`config.mk`:
```
export PLATFORM = sky130hd
export DESIGN_NAME = ubc_counter_top
export DESIGN_NICKNAME = d
export VERILOG_FILES = /design/src/design/ubc_pkg.sv /design/src/design/ubc_count_core.sv /design/src/design/ubc_counter_top.sv
export SDC_FILE = /design/constraint.sdc
export NUM_CORES = 1
export LEC_CHECK = 0
export BUFFER_PORTS_ARGS = -buffer_cell sky130_fd_sc_hd__buf_2
export CORE_ASPECT_RATIO = 0.7
export CORE_MARGIN = 8
export CORE_UTILIZATION = 45
export CTS_CLUSTER_SIZE = 14
export DETAILED_ROUTE_END_ITERATION = 6
export PLACE_DENSITY = 0.88
export SLEW_MARGIN = 20
export SYNTH_ARGS = -nofsm -noshare
export SYNTH_HDL_FRONTEND = slang
export SYNTH_HIERARCHICAL = 1
export SYNTH_SLANG_ARGS = --single-unit
export TNS_END_PERCENT = 10
```
`constraint.sdc`:
```
create_clock -name clock -period 1.7 [get_ports clock]
set_input_delay 0.17 -clock clock [delete_from_list [all_inputs] [get_ports clock]]
set_output_delay 0.17 -clock clock [all_outputs]
set_load 0.02 [all_outputs]
```
`src/design/ubc_pkg.sv`:
```
// Constants shared by the up/down binary counter and its register slave
package ubc_pkg;
    // Counter geometry
    localparam int CNT_WIDTH = 4;
    localparam logic [3:0] CNT_MAX = 4'hF;
    localparam logic [3:0] CNT_MIN = 4'h0;
    localparam logic [3:0] CNT_RESET = 4'h0;

    // Register byte offsets
    localparam int ADDR_WIDTH = 4;
    localparam logic [3:0] CTRL_OFFSET = 4'h0;
    localparam logic [3:0] PRESET_OFFSET = 4'h4;
    localparam logic [3:0] STATUS_OFFSET = 4'h8;

    // Control register fields
    localparam int CTRL_RUN_BIT = 0;
    localparam logic CTRL_RUN_RESET = 1'b1;

    // Preset register fields
    localparam int PRESET_VAL_LSB = 0;
    localparam int PRESET_LOAD_BIT = 4;
    localparam logic [3:0] PRESET_VAL_RESET = 4'h0;

    // Status register fields
    localparam int STAT_COUNT_LSB = 0;
    localparam int STAT_CARRY_BIT = 4;
    localparam int STAT_DIR_BIT = 5;
    localparam int STAT_WRAP_BIT = 6;

    // Bus response codes
    localparam logic [1:0] RESP_OKAY = 2'h0;
    localparam logic [1:0] RESP_SLVERR = 2'h2;
endpackage : ubc_pkg

```
`src/design/ubc_count_core.sv`:
```
// Four-bit presettable up/down count state with look-ahead carry
`timescale 1ns/1ns
`default_nettype none
module ubc_count_core #(
    parameter int WIDTH = ubc_pkg::CNT_WIDTH
) (
    input wire logic clock, // System clock
    input wire logic rstN, // Synchronised reset, low active
    input wire logic loadN, // Synchronous load, low active
    input wire logic [WIDTH-1:0] presetData, // Value taken on load
    input wire logic countEnN, // Count enable, low active
    input wire logic carryGateEnN, // Count enable that also gates carry
    input wire logic upDown, // High counts up, low counts down
    output logic [WIDTH-1:0] count, // Present count
    output logic carryN // Ripple carry, low active
);
    logic [WIDTH-1:0] countR;
    logic [WIDTH-1:0] countNxt;
    logic atTerminal;

    // Next count: load wins, then count, else hold
    always_comb begin
        countNxt = countR;
        if (!loadN) begin
            countNxt = presetData;
        end else if (!countEnN && !carryGateEnN) begin
            if (upDown) begin
                countNxt = countR + {{(WIDTH-1){1'b0}}, 1'b1};
            end else begin
                countNxt = countR - {{(WIDTH-1){1'b0}}, 1'b1};
            end
        end
    end

    // All bits share one rising edge
    always_ff @(posedge clock or negedge rstN) begin
        if (!rstN) begin
            countR <= ubc_pkg::CNT_RESET;
        end else begin
            countR <= countNxt;
        end
    end

    // Terminal state for the present direction
    assign atTerminal = upDown ? (countR == {WIDTH{1'b1}}) : (countR == {WIDTH{1'b0}});

    // Carry is combinational, gated only by the carry enable
    assign carryN = !(atTerminal && !carryGateEnN);
    assign count = countR;
endmodule : ubc_count_core
`default_nettype wire

```
`src/design/ubc_counter_top.sv`:
```
// Top of the cascadable up/down counter with its AXI4-Lite register slave
//
// Notes on behaviour
// - Count bits change only at the rising clock edge or on reset.
// - All four bits are clocked together, so outputs change at once.
// - Load low at an edge copies the preset and suppresses counting.
// - Any value from zero to fifteen can be preset.
// - With load high, count only when both enables are low.
// - With load high, no software load and either enable high, the count holds.
// - Direction high increments, direction low decrements.
// - Count wraps modulo sixteen in both directions.
// - Carry is low when gated and at fifteen up or zero down.
// - Only the carry-gating enable reaches the carry output.
// - Input changes reach the count only at the next rising edge.
//
// Register access over AXI4-Lite and the placing of the registers are this design's own decisions.
`timescale 1ns/1ns
`default_nettype none
module ubc_counter_top #(
    parameter int WIDTH = ubc_pkg::CNT_WIDTH,
    parameter int ADDR_W = ubc_pkg::ADDR_WIDTH
) (
    input wire logic clock, // 25 MHz system clock
    input wire logic arst_n, // Asynchronous reset, low active
    // Counter pins
    input wire logic countEnableN, // Count enable, low active
    input wire logic carryGateEnableN, // Carry-gating enable, low active
    input wire logic loadN, // Synchronous load, low active
    input wire logic upDown, // High up, low down
    input wire logic [WIDTH-1:0] presetData, // Preset value, bit 0 first
    output logic countOutBit0, // Count bit 0
    output logic countOutBit1, // Count bit 1
    output logic countOutBit2, // Count bit 2
    output logic countOutBit3, // Count bit 3
    output logic rippleCarryOutN, // Ripple carry, low active
    // AXI4-Lite write address
    input wire logic [ADDR_W-1:0] s_axi_awaddr, // Write address
    input wire logic s_axi_awvalid, // Write address valid
    output logic s_axi_awready, // Write address ready
    // AXI4-Lite write data
    input wire logic [31:0] s_axi_wdata, // Write data
    input wire logic [3:0] s_axi_wstrb, // Write byte strobes
    input wire logic s_axi_wvalid, // Write data valid
    output logic s_axi_wready, // Write data ready
    // AXI4-Lite write response
    output logic [1:0] s_axi_bresp, // Write response
    output logic s_axi_bvalid, // Write response valid
    input wire logic s_axi_bready, // Write response ready
    // AXI4-Lite read address
    input wire logic [ADDR_W-1:0] s_axi_araddr, // Read address
    input wire logic s_axi_arvalid, // Read address valid
    output logic s_axi_arready, // Read address ready
    // AXI4-Lite read data
    output logic [31:0] s_axi_rdata, // Read data
    output logic [1:0] s_axi_rresp, // Read response
    output logic s_axi_rvalid, // Read data valid
    input wire logic s_axi_rready // Read data ready
);
    // Reset synchroniser
    logic rstSync1R;
    logic rstSync2R;
    logic rstN;

    // Write channel state
    logic awReadyR;
    logic wReadyR;
    logic awHeldR;
    logic wHeldR;
    logic [ADDR_W-1:0] awAddrR;
    logic [31:0] wDataR;
    logic [3:0] wStrbR;
    logic bValidR;
    logic [1:0] bRespR;

    // Read channel state
    logic arReadyR;
    logic rValidR;
    logic [31:0] rDataR;
    logic [1:0] rRespR;

    // Software registers
    logic runR;
    logic [WIDTH-1:0] swPresetR;
    logic swLoadR;
    logic wrapR;

    // Handshake terms
    logic awTake;
    logic wTake;
    logic bTake;
    logic arTake;
    logic rTake;
    logic awHave;
    logic wHave;
    logic doWrite;
    logic [ADDR_W-1:0] wrAddr;
    logic [31:0] wrData;
    logic [3:0] wrStrb;
    logic wrCtrl;
    logic wrPreset;
    logic wrStatus;
    logic wrHit;
    logic awHeldNxt;
    logic wHeldNxt;
    logic bValidNxt;
    logic rValidNxt;

    // Counter side terms
    logic effLoadN;
    logic effCountEnN;
    logic [WIDTH-1:0] effPreset;
    logic [WIDTH-1:0] count;
    logic carryN;
    logic wrapEvent;
    logic [31:0] readWord;
    logic readHit;

    // Release reset through two flops; first flop feeds only the second
    // Assertion stays asynchronous so the count clears without a running clock
    always_ff @(posedge clock or negedge arst_n) begin
        if (!arst_n) begin
            rstSync1R <= 1'b0;
            rstSync2R <= 1'b0;
        end else begin
            rstSync1R <= 1'b1;
            rstSync2R <= rstSync1R;
        end
    end
    assign rstN = rstSync2R;

    // Software load overrides the pins for one edge; run gates counting
    // Run low looks like a high count enable, so a load still lands
    assign effLoadN = loadN && !swLoadR;
    assign effPreset = swLoadR ? swPresetR : presetData;
    assign effCountEnN = countEnableN || !runR;

    // Count state and look-ahead carry
    // The core holds the only count flops; the pins read them directly
    ubc_count_core #(
        .WIDTH(WIDTH)
    ) u_core (
        .clock(clock),
        .rstN(rstN),
        .loadN(effLoadN),
        .presetData(effPreset),
        .countEnN(effCountEnN),
        .carryGateEnN(carryGateEnableN),
        .upDown(upDown),
        .count(count),
        .carryN(carryN)
    );

    // Count bits straight from the core flops
    assign countOutBit0 = count[0];
    assign countOutBit1 = count[1];
    assign countOutBit2 = count[2];
    assign countOutBit3 = count[3];

    // Carry passes through without a register
    // A flop here would delay the carry by one edge and break cascading
    assign rippleCarryOutN = carryN;

    // A counting edge taken while the carry is low wraps the count
    // Built from the pin's own carry term so the flag and a cascade agree
    assign wrapEvent = effLoadN && !effCountEnN && !carryN;

    // Write handshake terms
    // A write fires on the edge where both halves are present
    assign awTake = s_axi_awvalid && awReadyR;
    assign wTake = s_axi_wvalid && wReadyR;
    assign bTake = bValidR && s_axi_bready;
    assign awHave = awHeldR || awTake;
    assign wHave = wHeldR || wTake;
    assign doWrite = awHave && wHave && !bValidR;

    // Use freshly taken payload or the held copy
    // Address and data may arrive on different edges; either may wait
    assign wrAddr = awHeldR ? awAddrR : s_axi_awaddr;
    assign wrData = wHeldR ? wDataR : s_axi_wdata;
    assign wrStrb = wHeldR ? wStrbR : s_axi_wstrb;

    // Write address decode on word boundaries
    // Low address bits are ignored, so byte offsets alias to their word
    assign wrCtrl = doWrite && (wrAddr[ADDR_W-1:2] == ubc_pkg::CTRL_OFFSET[ADDR_W-1:2]);
    assign wrPreset = doWrite && (wrAddr[ADDR_W-1:2] == ubc_pkg::PRESET_OFFSET[ADDR_W-1:2]);
    assign wrStatus = doWrite && (wrAddr[ADDR_W-1:2] == ubc_pkg::STATUS_OFFSET[ADDR_W-1:2]);
    assign wrHit = wrCtrl || wrPreset || wrStatus;

    // Next state of the write channel
    // Held halves clear on the edge that performs the write
    assign awHeldNxt = doWrite ? 1'b0 : awHave;
    assign wHeldNxt = doWrite ? 1'b0 : wHave;
    assign bValidNxt = doWrite || (bValidR && !s_axi_bready);

    // Write address and data capture
    always_ff @(posedge clock or negedge rstN) begin
        if (!rstN) begin
            awHeldR <= 1'b0;
            wHeldR <= 1'b0;
            awAddrR <= '0;
            wDataR <= 32'h0000_0000;
            wStrbR <= 4'h0;
        end else begin
            awHeldR <= awHeldNxt;
            wHeldR <= wHeldNxt;
            if (awTake) begin
                awAddrR <= s_axi_awaddr;
            end
            if (wTake) begin
                wDataR <= s_axi_wdata;
                wStrbR <= s_axi_wstrb;
            end
        end
    end

    // Each ready only while its own half is not held and no response waits
    // Keeps one write in flight; readies return the cycle after the response
    always_ff @(posedge clock or negedge rstN) begin
        if (!rstN) begin
            awReadyR <= 1'b0;
            wReadyR <= 1'b0;
        end else begin
            awReadyR <= !awHeldNxt && !bValidNxt;
            wReadyR <= !wHeldNxt && !bValidNxt;
        end
    end

    // Write response, error on unmapped offset
    // Code returns to okay once taken so a stale error never reappears
    always_ff @(posedge clock or negedge rstN) begin
        if (!rstN) begin
            bValidR <= 1'b0;
            bRespR <= ubc_pkg::RESP_OKAY;
        end else begin
            bValidR <= bValidNxt;
            if (doWrite) begin
                bRespR <= wrHit ? ubc_pkg::RESP_OKAY : ubc_pkg::RESP_SLVERR;
            end else if (bTake) begin
                bRespR <= ubc_pkg::RESP_OKAY;
            end
        end
    end

    // Control register: run bit gates the count enable
    // Only byte lane 0 carries fields; other lanes are ignored
    always_ff @(posedge clock or negedge rstN) begin
        if (!rstN) begin
            runR <= ubc_pkg::CTRL_RUN_RESET;
        end else if (wrCtrl && wrStrb[0]) begin
            runR <= wrData[ubc_pkg::CTRL_RUN_BIT];
        end
    end

    // Preset register and one-edge software load pulse
    // Pulse clears itself, so a later write without the load bit cannot reload
    always_ff @(posedge clock or negedge rstN) begin
        if (!rstN) begin
            swPresetR <= ubc_pkg::PRESET_VAL_RESET;
            swLoadR <= 1'b0;
        end else begin
            swLoadR <= 1'b0;
            if (wrPreset && wrStrb[0]) begin
                swPresetR <= wrData[ubc_pkg::PRESET_VAL_LSB +: WIDTH];
                swLoadR <= wrData[ubc_pkg::PRESET_LOAD_BIT];
            end
        end
    end

    // Sticky wrap flag, write one to clear, a new wrap wins
    // Set has priority so a wrap in the clearing cycle is never lost
    always_ff @(posedge clock or negedge rstN) begin
        if (!rstN) begin
            wrapR <= 1'b0;
        end else if (wrapEvent) begin
            wrapR <= 1'b1;
        end else if (wrStatus && wrStrb[0] && wrData[ubc_pkg::STAT_WRAP_BIT]) begin
            wrapR <= 1'b0;
        end
    end

    // Read handshake terms
    assign arTake = s_axi_arvalid && arReadyR;
    assign rTake = rValidR && s_axi_rready;
    assign rValidNxt = arTake || (rValidR && !s_axi_rready);

    // Read data selection
    // Sampled at the address edge; status shows the count before that edge
    always_comb begin
        readWord = 32'h0000_0000;
        readHit = 1'b1;
        if (s_axi_araddr[ADDR_W-1:2] == ubc_pkg::CTRL_OFFSET[ADDR_W-1:2]) begin
            readWord[ubc_pkg::CTRL_RUN_BIT] = runR;
        end else if (s_axi_araddr[ADDR_W-1:2] == ubc_pkg::PRESET_OFFSET[ADDR_W-1:2]) begin
            readWord[ubc_pkg::PRESET_VAL_LSB +: WIDTH] = swPresetR;
        end else if (s_axi_araddr[ADDR_W-1:2] == ubc_pkg::STATUS_OFFSET[ADDR_W-1:2]) begin
            readWord[ubc_pkg::STAT_COUNT_LSB +: WIDTH] = count;
            readWord[ubc_pkg::STAT_CARRY_BIT] = carryN;
            readWord[ubc_pkg::STAT_DIR_BIT] = upDown;
            readWord[ubc_pkg::STAT_WRAP_BIT] = wrapR;
        end else begin
            readHit = 1'b0;
        end
    end

    // Read channel: one read in flight, data held until taken
    // Data and code return to zero after the handshake
    always_ff @(posedge clock or negedge rstN) begin
        if (!rstN) begin
            rValidR <= 1'b0;
            rDataR <= 32'h0000_0000;
            rRespR <= ubc_pkg::RESP_OKAY;
        end else begin
            rValidR <= rValidNxt;
            if (arTake) begin
                rDataR <= readWord;
                rRespR <= readHit ? ubc_pkg::RESP_OKAY : ubc_pkg::RESP_SLVERR;
            end else if (rTake) begin
                rDataR <= 32'h0000_0000;
                rRespR <= ubc_pkg::RESP_OKAY;
            end
        end
    end

    // Read address ready while no data waits
    // Drops in the cycle after an address is taken, so reads never overlap
    always_ff @(posedge clock or negedge rstN) begin
        if (!rstN) begin
            arReadyR <= 1'b0;
        end else begin
            arReadyR <= !rValidNxt;
        end
    end

    // Bus outputs straight from flops
    // No output of the bus side passes through logic
    assign s_axi_awready = awReadyR;
    assign s_axi_wready = wReadyR;
    assign s_axi_bvalid = bValidR;
    assign s_axi_bresp = bRespR;
    assign s_axi_arready = arReadyR;
    assign s_axi_rvalid = rValidR;
    assign s_axi_rdata = rDataR;
    assign s_axi_rresp = rRespR;
endmodule : ubc_counter_top
`default_nettype wire

```
==> Yosys cells after proc, flatten, opt, wreduce, memory -nomap -nowiden <==
Cells that the tools add are included.
{ "word_totals": {"output_inout_bits": 46, "register_bits": 68, "in_bits": 59, "word_cells": 105} }
{ "classes": {"n_mux": 29, "addsub": 2, "reduce_logical": 48, "n_eq_ne": 6} }
{ "ops": {"columns": ["operator", "count"], "rows": [
  ["$mux 32", 2],
  ["$mux 4", 6],
  ["$logic_and 1x1->1", 23],
  ["$mux 7", 2],
  ["$logic_not 1->1", 12],
  ["$mux 2", 6],
  ["$mux 1", 11],
  ["$logic_or 1x1->1", 7],
  ["$mux 6", 1],
  ["$reduce_bool 2->1", 3],
  ["$add 4x1->4 const B", 1],
  ["$eq 2x1->1 const B", 2],
  ["$eq 2x2->1 const B", 2],
  ["$eq 4x4->1 const B", 1],
  ["$logic_not 2->1", 2],
  ["$logic_not 4->1", 1],
  ["$sub 4x1->4 const B", 1],
  ["$mux 3", 1],
  ["$ne 2x1->1 const B", 1]
]} }

==> Depth between registers and ports, before layout <==
Gate-level depths: netlist of run 1.
{ "depth": {"ltp_word": 9, "mapped_depth": 6} }

==> Modules after synthesis <==
The synthesis of run 1 kept the hierarchy.
{ "by_module_without_submodules": {"columns": ["module", "instances", "area_each_um2", "seq_area_each_um2", "cells_per_inst"], "rows": [
  ["ubc_counter_top", 1, 1689.1, 852.1, 147],
  ["ubc_count_core", 1, 332.8, 100.1, 39]
]} }

==> Worst setup path before layout of run 1 <==
Ideal clock, no wire load.
{ "synth_timing": {"kind": "register to register", "from": "register u_core.countR[0] (netlist: u_core/count[0])", "to": "register rDataR[4] (netlist: s_axi_rdata[4])", "setup_ps": 121, "t_required_ps": 1579, "synth_period_minus_slack_ps": 1676, "stages_incl_launch_ff": 5, "slack_ps": 24, "arrival_time_ps": 1555, "path_cell_list": "dfrtp_1 > or4_1 > o21ai_1 > nand2b_1 > a22o_1"} }
{ "synth_via": {"elab_chain_cells": 8, "word_cells_on_any_way": 9, "classes_between": "1 x eq/ne; 5 x mux; 3 x reduce/logical"} }
{ "synth_rtl": {"columns": ["item", "line_no", "source"], "rows": [
  ["from (decl)", "ubc_count_core.sv:17", "logic [WIDTH-1:0] countR;"],
  ["from (signal assigned)", "ubc_count_core.sv:38", "countR <= ubc_pkg::CNT_RESET;"],
  ["from (signal assigned)", "ubc_count_core.sv:40", "countR <= countNxt;"],
  ["$eq 4x4->1 / $logic_not 4->1 (equally long branches)", "ubc_count_core.sv:45", "assign atTerminal = upDown ? (countR == {WIDTH{1'b1}}) : (countR == {WIDTH{1'b0}});"],
  ["$mux 1 *", "ubc_count_core.sv:45", null],
  ["$logic_and 1x1->1 *", "ubc_count_core.sv:48", "assign carryN = !(atTerminal && !carryGateEnN);"],
  ["$logic_not 1->1 *", "ubc_count_core.sv:48", null],
  ["named net rippleCarryOutN", "ubc_counter_top.sv:35", "output logic rippleCarryOutN,"],
  ["$mux 7 *", "ubc_counter_top.sv:295", "end else if (s_axi_araddr[ADDR_W-1:2] == ubc_pkg::STATUS_OFFSET[ADDR_W-1:2]) begin"],
  ["$mux 3 *", "ubc_counter_top.sv:293", "end else if (s_axi_araddr[ADDR_W-1:2] == ubc_pkg::PRESET_OFFSET[ADDR_W-1:2]) begin"],
  ["$mux 6 *", "ubc_counter_top.sv:291", "if (s_axi_araddr[ADDR_W-1:2] == ubc_pkg::CTRL_OFFSET[ADDR_W-1:2]) begin"],
  ["$mux 32 *", "ubc_counter_top.sv:314", "if (arTake) begin"],
  ["to (signal assigned)", "ubc_counter_top.sv:315", "rDataR <= readWord;"],
  ["to (decl)", "ubc_counter_top.sv:78", "logic [31:0] rDataR;"]
]} }
Mark *: on every way through the listed nets, which the timed path passes. The rest lies on a longest branch.
A chain may end at the register's enable or synchronous reset.

==> Worst setup path after layout of run 1 <==
{ "layout_timing": {"from": "register u_core.countR[0] (netlist: u_core/count[0])", "to": "output port rippleCarryOutN"} }
{ "layout_via": {"elab_chain_cells": 4, "word_cells_on_any_way": 5, "classes_between": "1 x eq/ne; 1 x mux; 3 x reduce/logical"} }
{ "layout_rtl": {"columns": ["item", "line_no"], "rows": [
  ["$eq 4x4->1 / $logic_not 4->1 (equally long branches)", "ubc_count_core.sv:45"],
  ["$mux 1 *", "ubc_count_core.sv:45"],
  ["$logic_and 1x1->1 *", "ubc_count_core.sv:48"],
  ["$logic_not 1->1 *", "ubc_count_core.sv:48"],
  ["to (decl)", "ubc_counter_top.sv:35"]
]} }
Mark *: on every way between the ends. The rest lies on a longest branch, timed or not.

==> results of run 1 <==
==> state kept, by name (all words and copies together), names as in the netlist, 2 cells and up <==
signal and count:
swPresetR 4, u_core/count 4, awAddrR 2, wDataR 6, s_axi_rdata 7
==> routing by layer <==
| metal | global-route usage [%] | vias to the layer above | wire [um] |
|---|---|---|---|
| li1 | - | 722 | - |
| met1 | 17.7 | 716 | 2080 |
| met2 | 18.1 | 60 | 1910 |
| met3 | 4.54 | 8 | 446 |
| met4 | 4.07 | 0 | 61 |
| met5 | 0 | - | 0 |
==> final cells by class <==
class	count	area, sq um	area share, %
tap	55	68.8	2.83
clock buffer	7	86.3	3.55
inverter	5	18.8	0.772
timing repair buffer	58	334	13.7
clock inverter	1	30.0	1.24
multi-input combinational	140	938	38.6
sequential	38	953	39.2
==> kinds of logic after synthesis <==
| group | count (synthesis) | share of synthesized area [%] |
|---|---|---|
| AOI/OAI and AO/OA | 30 | 10.1 |
| xor gates and xnor gates | 2 | 0.866 |
| adders and majority gates | 3 | 2.23 |
| buffers and inverters | 34 | 11.7 |
| DFF | 38 | 47.1 |
| muxes | 26 | 13.9 |
| other | 2 | 0.371 |
| and+or+nand+nor | 51 | 13.7 |
==> power by group <==
part	switching, uW	total (uW)	internal (uW)	leakage, uW
registers	241	1460	1220	0.000466
clock network	315	793	478	0.0000585
logic	700	1260	560	0.000673
==> layout by cell type (no fill, tap or decap), drive strengths merged, types with 2 or more instances in the layout <==
cell / netlist / routed
a21oi: 10 / 10
a22o: 5 / 5
a22oi: 3 / 3
a31oi: 3 / 3
and3: 2 / 2
buf: 28 / 57
clkbuf: 1 / 7
conb: 2 / 28
dfrtp: 37 / 37
ha: 2 / 2
inv: 5 / 5
mux2: 17 / 17
mux2i: 9 / 9
nand2: 16 / 16
nand2b: 3 / 3
nand3: 4 / 4
nor2: 9 / 9
nor2b: 4 / 4
nor3: 3 / 3
nor3b: 2 / 2
o211ai: 2 / 2
o21ai: 4 / 4
xnor2: 2 / 2
==> stage by stage <==
step	power (uW)	utilization (%)	TNS, ns	hold slack (ns)
after global placement	2650	52.3	0	-0.0450
after global routing	3730	56.1	-0.107	0.0906
after CTS	3540	56.0	-0.0646	0.0795
final	3510	56.1	-0.0651	0.0936
after detailed placement	2690	52.3	0	-0.0437
after floorplan	2350	-	0	-0.126
==> worst min path at each step <==
stage                       from      endpoint  slack (ns)  depth (start not counted)
floorplan                 arst_n          rstN       -0.13                          0
global placement          arst_n     rstSync1R       -0.05                          1
detailed placement        arst_n          rstN       -0.04                          1
CTS                 s_axi_rready  s_axi_rvalid        0.08                          2
global route        s_axi_rready  s_axi_rvalid        0.09                          2
finish              s_axi_rready  s_axi_rvalid        0.09                          2
==> repair_timing <==
action                                  in CTS  in global routing
endpoints found under the hold margin        2                  0
endpoints found under the setup margin       1                  1
setup buffers                                3                  0
hold buffers                                 1                  0
pin swaps                                    0                  0
gates resized for setup                      3                  2
==> flow_summary.json, run 1 <==
{
  "status": "finished with violations",
  "violations": "negative setup slack",
  "start_util_pct": 46.7,
  "crit_fanout": 3,
  "crit_start": "u_core/count[0]",
  "place_hpwl_mm": 3.44,
  "antenna_found_initial": 0,
  "chipWidth_um": 96.1,
  "setup_viol_count_final": 1,
  "fin_ws_ns": -0.0651,
  "r2r_start": "u_core/count[0]",
  "grt_pass1_vias": 1486,
  "finClkSkew_ns": 0.00441,
  "wl_per_cell_um": 14.8,
  "drive_gt1_share_pct": 32.5,
  "reg2reg_slack_ns": 0.11,
  "synth_top_cells_by_count": "dfrtp_1 (37), buf_4 (27), nand2_1 (16)",
  "area_growth_pct": 20.2,
  "cp-endpoint": "rippleCarryOutN",
  "cp_num_buf_inv": 1,
  "grt_pass1_wl_mm": 7.02,
  "clockBufferDepth": 2,
  "nNetsFinal": 310,
  "power.density_nw_per_um2": 1440,
  "synth_top_area_cell": "dfrtp_1",
  "syn_area_sq_um": 2020,
  "antenna-diode-count": 0,
  "crit_path_start_kind": "flip-flop",
  "crit_cells": 4,
  "slew_headroom_pct": 65.5,
  "cap_violations": 0,
  "synth_seq_cells": 38,
  "synth_cell_types": 41,
  "report.final.hold_viol_count": 0,
  "netlist.area_leader.share_pct": 45.8,
  "place.gp.congestion": 0.826,
  "h-tree-depth": 2,
  "synth.avg_cell_area_sq_um": 10.9,
  "clock.fmax_mhz": 567,
  "tightest_slew_ns": 0.516,
  "drc": 0,
  "synth.area.top_cells": "dfrtp_1 (46%), buf_4 (10%), mux2_1 (5.6%), mux2i_1 (4.5%), mux2_2 (3.9%)",
  "rsz0062_at_grt": "true",
  "overflow": 0,
  "drt_iter0_drc": 79,
  "clk_pin_slew_worst_paths_ns": 0.07,
  "cts_sinks": 38,
  "fin_area_sq_um": 2430,
  "grtUsageTotal_pct": 12.8,
  "max_stage_delay_ns": 0.52,
  "stdcell_count": 304,
  "yosysSeqAreaShare_pct": 47.1,
  "critPathTopFamily": "simple AND/OR/NAND/NOR gates",
  "synthCells": 186,
  "synth.most_common_cell": "dfrtp_1",
  "rows": 20,
  "core_sq_um": 4330,
  "crit_arrival_ns": 1.60,
  "end_kind": "output pin",
  "numCtsBuffers": 5,
  "placed_cells": 292,
  "final.fill_count": 394,
  "antenna_left": 0,
  "min_period_ns": 1.77,
  "p_leak_uw": 0.00120,
  "cts_tree": "built",
  "grt_max_degree": 37,
  "irDropWorstVdd_mv": 1.02,
  "wirelength_mm": 4.49,
  "critPathRequiredTime_ns": 1.53,
  "die_y_um": 72.1,
  "via_per_inst": 4.95,
  "r2r-end": "u_core/count[2]",
  "dpl_cell_area_sq_um": 2270,
  "pin_count": 105,
  "worstPathCellList": "or4_4, o21ai_2, nand2b_1, buf_6",
  "worstSkewPairLatency_ns": 0.29,
  "hold_class": "input port to flip-flop",
  "synth-edff-count": 0,
  "cts-root-buf": "clkbuf_8",
  "reg2reg_depth": 7,
  "fin_crit_sh_pct": 104,
  "final-max-slew-violation-count": 0,
  "path_class": "flip-flop to output pin",
  "port_buffers": 44,
  "die_area_sq_um": 6930,
  "place_ws_ns": 0.162,
  "critPathSlowestCell": "or4_4",
  "yosys_warnings": 6,
  "drt_pass1_iterations": 4,
  "async_flop_share_pct": 100,
  "vias": 1506,
  "ys.flop_type": "dfrtp_1"
}
Note: power is estimated with default switching activity, not from simulation.
==> run 2, diff against run 1 <==
Settings changed: CORE_UTILIZATION 45 to 41, PLACE_DENSITY 0.88 to 0.84.
Clock period 1.7 ns to 1.5 ns, I/O delays scaled along.
==> flow_summary.json, run 2 (synthesized netlist as in run 1, its figures left out) <==
{
  "p_leak_uw": 0.00121,
  "cp-endpoint": "rippleCarryOutN",
  "cap_violations": 0,
  "finClkSkew_ns": 0.00695,
  "worstPathCellList": "or4_1, o21ai_1, nand2b_1, buf_6",
  "max_stage_delay_ns": 0.51,
  "core_sq_um": 4760,
  "cts_tree": "built",
  "fin_crit_sh_pct": 117,
  "wl_per_cell_um": 14.2,
  "dpl_cell_area_sq_um": 2340,
  "chipWidth_um": 99.9,
  "nNetsFinal": 316,
  "die_area_sq_um": 7470,
  "h-tree-depth": 2,
  "antenna_left": 0,
  "path_class": "flip-flop to output pin",
  "report.final.hold_viol_count": 0,
  "critPathRequiredTime_ns": 1.35,
  "critPathSlowestCell": "or4_1",
  "area_growth_pct": 21.9,
  "r2r-end": "u_core/count[2]",
  "place_ws_ns": 0.0151,
  "reg2reg_depth": 7,
  "rows": 21,
  "final_common_cell": "buf_2",
  "min_period_ns": 1.75,
  "via_per_inst": 4.70,
  "port_buffers": 44,
  "antenna_found_initial": 0,
  "die_y_um": 74.8,
  "min_from": "s_axi_rready",
  "critPathTopFamily": "simple AND/OR/NAND/NOR gates",
  "grt_pass1_vias": 1553,
  "grt_max_degree": 37,
  "grt_pass1_wl_mm": 7.33,
  "fin_util_pct": 51.8,
  "numCtsBuffers": 5,
  "start_util_pct": 42.5,
  "drc": 0,
  "final_cell_mix": "buf_2 (43), dfrtp_1 (35), conb_1 (28), buf_4 (19), nand2_1 (16)",
  "end_kind": "output pin",
  "grtUsageTotal_pct": 12.5,
  "rsz0062_at_grt": "true",
  "clk_pin_slew_worst_paths_ns": 0.07,
  "crit_start": "u_core/count[0]",
  "final-max-slew-violation-count": 0,
  "cts_sinks": 38,
  "largest_reg_flops": 7,
  "hold_class": "input port to flip-flop",
  "crit_cells": 4,
  "drive_gt1_share_pct": 34.1,
  "crit_path_start_kind": "flip-flop",
  "clockBufferDepth": 2,
  "place.gp.congestion": 0.790,
  "fin_ws_ns": -0.249,
  "violations": "negative setup slack",
  "irDropWorstVdd_mv": 0.984,
  "reg2reg_slack_ns": -0.04,
  "vias": 1524,
  "r2r_start": "u_core/count[0]",
  "antenna-diode-count": 0,
  "crit_arrival_ns": 1.60,
  "final.fill_count": 474,
  "wirelength_mm": 4.61,
  "fin_area_sq_um": 2460,
  "clock.fmax_mhz": 572,
  "power.density_nw_per_um2": 1570,
  "place_hpwl_mm": 3.71,
  "status": "finished with violations",
  "drt_iter0_drc": 31,
  "drt_pass1_iterations": 4,
  "pin_count": 105,
  "cts-root-buf": "clkbuf_8",
  "worstSkewPairLatency_ns": 0.29,
  "overflow": 0,
  "setup_viol_count_final": 3,
  "cp_num_buf_inv": 1,
  "crit_fanout": 3
}
run 2: final cells by class:
class | instances | area, sq um | share of cell area (%)
sequential | 38 | 955 | 38.7
clock inverter | 1 | 5.00 | 0.203
tap | 69 | 86.3 | 3.50
inverter | 5 | 18.8 | 0.761
timing repair buffer | 64 | 379 | 15.4
clock buffer | 7 | 86.3 | 3.50
multi-input combinational | 140 | 935 | 37.9
run 2: timing repair:
item                                    CTS  global route
resized for setup                         2             3
endpoints found under the setup margin    2             8
hold buffers                              1             0
hold endpoints to repair                  2             0
pin swaps                                 2             3
setup buffers                             1             0
run 2: power by group:
| group | total [uW] | internal (uW) | switching, uW |
|---|---|---|---|
| Combinational | 1510 | 684 | 826 |
| Sequential | 1640 | 1380 | 262 |
| Clock | 713 | 371 | 343 |
| Total | 3870 | 2440 | 1430 |
run 2: worst min path at each step:
stage,depth (start not counted),slack [ns],endpoint
after floorplan,0,-0.15,rstN
after global placement,1,-0.06,rstSync1R
after detailed placement,1,-0.06,rstSync1R
after CTS,2,0.07,s_axi_rvalid
after global routing,2,0.08,s_axi_rvalid
final,2,0.08,s_axi_rvalid
run 2: layer usage:
metal	vias up	track usage, %	share of wire (%)	wire length (um)
met5	-	0	0	0
met4	0	3.01	0.48	22
met3	4	5.72	11	517
met2	60	19.9	46	2110
met1	723	15.1	42	1960
li1	737	-	-	-
run 2: stage by stage:
stage / cells / setup TNS (ns) / hold slack, ns / total power (uW)
floorplan: 212 / -0.322 / -0.146 / 2670
global placement: 314 / 0 / -0.0643 / 3080
detailed placement: 314 / 0 / -0.0636 / 3160
CTS: 324 / -0.380 / 0.0668 / 3900
global route: 324 / -0.641 / 0.0796 / 4140
finish: 324 / -0.296 / 0.0828 / 3870
==> run 3, diff against run 2 <==
Settings changed: PLACE_DENSITY 0.84 to 0.85, SKIP_CTS_REPAIR_TIMING from default to 1, SYNTH_HIERARCHICAL 1 to default.
==> flow_summary.json, run 3 <==
{
  "max_stage_delay_ns": 0.52,
  "finClkSkew_ns": 0.00859,
  "crit_path_start_kind": "flip-flop",
  "hold_class": "input port to flip-flop",
  "syn_area_sq_um": 1990,
  "final.fill_count": 424,
  "drc": 0,
  "grt_max_degree": 37,
  "critPathSlowestCell": "or4_4",
  "synth_cell_types": 39,
  "worstPathCellList": "or4_4, mux2i_2, nand2b_1, buf_6",
  "synth_seq_cells": 38,
  "largest_reg_flops": 7,
  "final-max-slew-violation-count": 0,
  "final_common_cell": "buf_2",
  "synth.avg_cell_area_sq_um": 11.1,
  "synthCells": 179,
  "reg2reg_slack_ns": -0.28,
  "chipWidth_um": 99.3,
  "pin_count": 105,
  "overflow": 0,
  "cts-root-buf": "clkbuf_8",
  "clk_pin_slew_worst_paths_ns": 0.07,
  "antenna_found_initial": 0,
  "vias": 1503,
  "rows": 21,
  "wl_per_cell_um": 15.3,
  "crit_start": "u_core.count[0]",
  "min_period_ns": 1.85,
  "h-tree-depth": 2,
  "drive_gt1_share_pct": 41.7,
  "r2r_start": "u_core.count[1]",
  "power_uw": 3960,
  "yosysSeqAreaShare_pct": 47.8,
  "clockBufferDepth": 2,
  "power.density_nw_per_um2": 1590,
  "numCtsBuffers": 5,
  "violations": "negative setup slack",
  "cap_violations": 0,
  "area_growth_pct": 25.2,
  "wirelength_mm": 4.73,
  "antenna-diode-count": 0,
  "multiInputGateArea_sq_um": 955,
  "dpl_cell_area_sq_um": 2320,
  "cts_sinks": 38,
  "final_cell_mix": "buf_2 (43), dfrtp_1 (35), conb_1 (28), buf_4 (23), mux2_2 (17)",
  "nNetsFinal": 313,
  "fin_hold_ws_ns": 0.109,
  "register_area_sq_um": 955,
  "port_buffers": 44,
  "setup_viol_count_final": 6,
  "irDropWorstVdd_mv": 0.450,
  "async_flop_share_pct": 100,
  "via_per_inst": 4.86,
  "grtUsageTotal_pct": 12.9,
  "place_hpwl_mm": 3.73,
  "synth-edff-count": 0,
  "fin_area_sq_um": 2500,
  "path_class": "flip-flop to output pin",
  "ys.flop_type": "dfrtp_1",
  "worstSkewPairLatency_ns": 0.29,
  "die_area_sq_um": 7380,
  "setup_tns_ns": -0.983,
  "cts_tree": "built",
  "netlist.area_leader.share_pct": 46.5,
  "critPathRequiredTime_ns": 1.35,
  "p_leak_uw": 0.00127,
  "status": "finished with violations",
  "rsz0062_at_grt": "true",
  "cp-endpoint": "rippleCarryOutN",
  "crit_fanout": 4,
  "cp_num_buf_inv": 1,
  "grt_pass1_wl_mm": 7.38,
  "synth.most_common_cell": "dfrtp_1",
  "report.final.hold_viol_count": 0,
  "die_y_um": 74.3,
  "fin_ws_ns": -0.347,
  "synth_top_cells_by_count": "dfrtp_1 (37), buf_4 (28), mux2_2 (18)",
  "reg2reg_depth": 6,
  "synth.area.top_cells": "dfrtp_1 (46%), buf_4 (11%), mux2_2 (10%), mux2i_1 (4.5%), nand2_1 (2.6%)",
  "crit_arrival_ns": 1.70,
  "drt_iter0_drc": 59,
  "start_util_pct": 42.1,
  "fin_util_pct": 52.8,
  "fin_crit_sh_pct": 123,
  "antenna_left": 0,
  "clock.fmax_mhz": 542,
  "drt_pass1_iterations": 4,
  "grt_pass1_vias": 1523,
  "r2r-end": "u_core.count[2]",
  "yosys_warnings": 0,
  "end_kind": "output pin",
  "synth_top_area_cell": "dfrtp_1",
  "crit_cells": 4,
  "core_sq_um": 4730,
  "critPathTopFamily": "simple AND/OR/NAND/NOR gates",
  "place.gp.congestion": 0.927
}
[run 3: cell families after synthesis]
| family | after synthesis | share of synthesized area [%] |
|---|---|---|
| AND/OR/NAND/NOR | 48 | 13.6 |
| flip-flops | 38 | 47.8 |
| buffers and inverters | 34 | 11.7 |
| multiplexers | 27 | 14.7 |
| AO/OA/AOI/OAI | 25 | 8.79 |
| adder cells (fa/ha/maj) | 3 | 2.26 |
| other | 2 | 0.377 |
| XOR/XNOR | 2 | 0.879 |
[run 3: power by group]
part,switching (uW),internal [uW],total (uW)
registers,258,1380,1640
clock network,338,330,668
logic,838,811,1650
[run 3: stage by stage]
stage	cells	setup WS [ns]
global placement	297	-0.126
detailed placement	297	-0.186
global route	309	-0.394
CTS	305	-0.416
finish	309	-0.347
floorplan	205	-0.174
[run 3: how the worst min path moves through the flow]
stage,startpoint,endpoint,slack [ns],depth (start not counted)
after floorplan,arst_n,rstN,-0.15,0
after global placement,arst_n,rstSync1R,-0.06,1
after detailed placement,arst_n,rstSync1R,-0.06,1
after CTS,arst_n,rstSync1R,-0.37,1
after global routing,s_axi_wdata[4],wDataR[4],0.11,2
final,s_axi_awaddr[3],awAddrR[3],0.11,2
[run 3: cell type report]
type / count / area share [%]
sequential: 38 / 38.2
multi-input combinational: 133 / 38.2
timing repair buffer: 69 / 16.8
clock buffer: 8 / 3.21
tap: 57 / 2.86
inverter: 4 / 0.602
[run 3: layer usage]
layer | vias up | global-route usage, % | share of wire (%)
li1 | 714 | - | -
met5 | - | 0 | 0
met1 | 721 | 15.1 | 42
met2 | 56 | 20.7 | 48
met3 | 12 | 5.23 | 7.9
met4 | 0 | 5.84 | 2.2
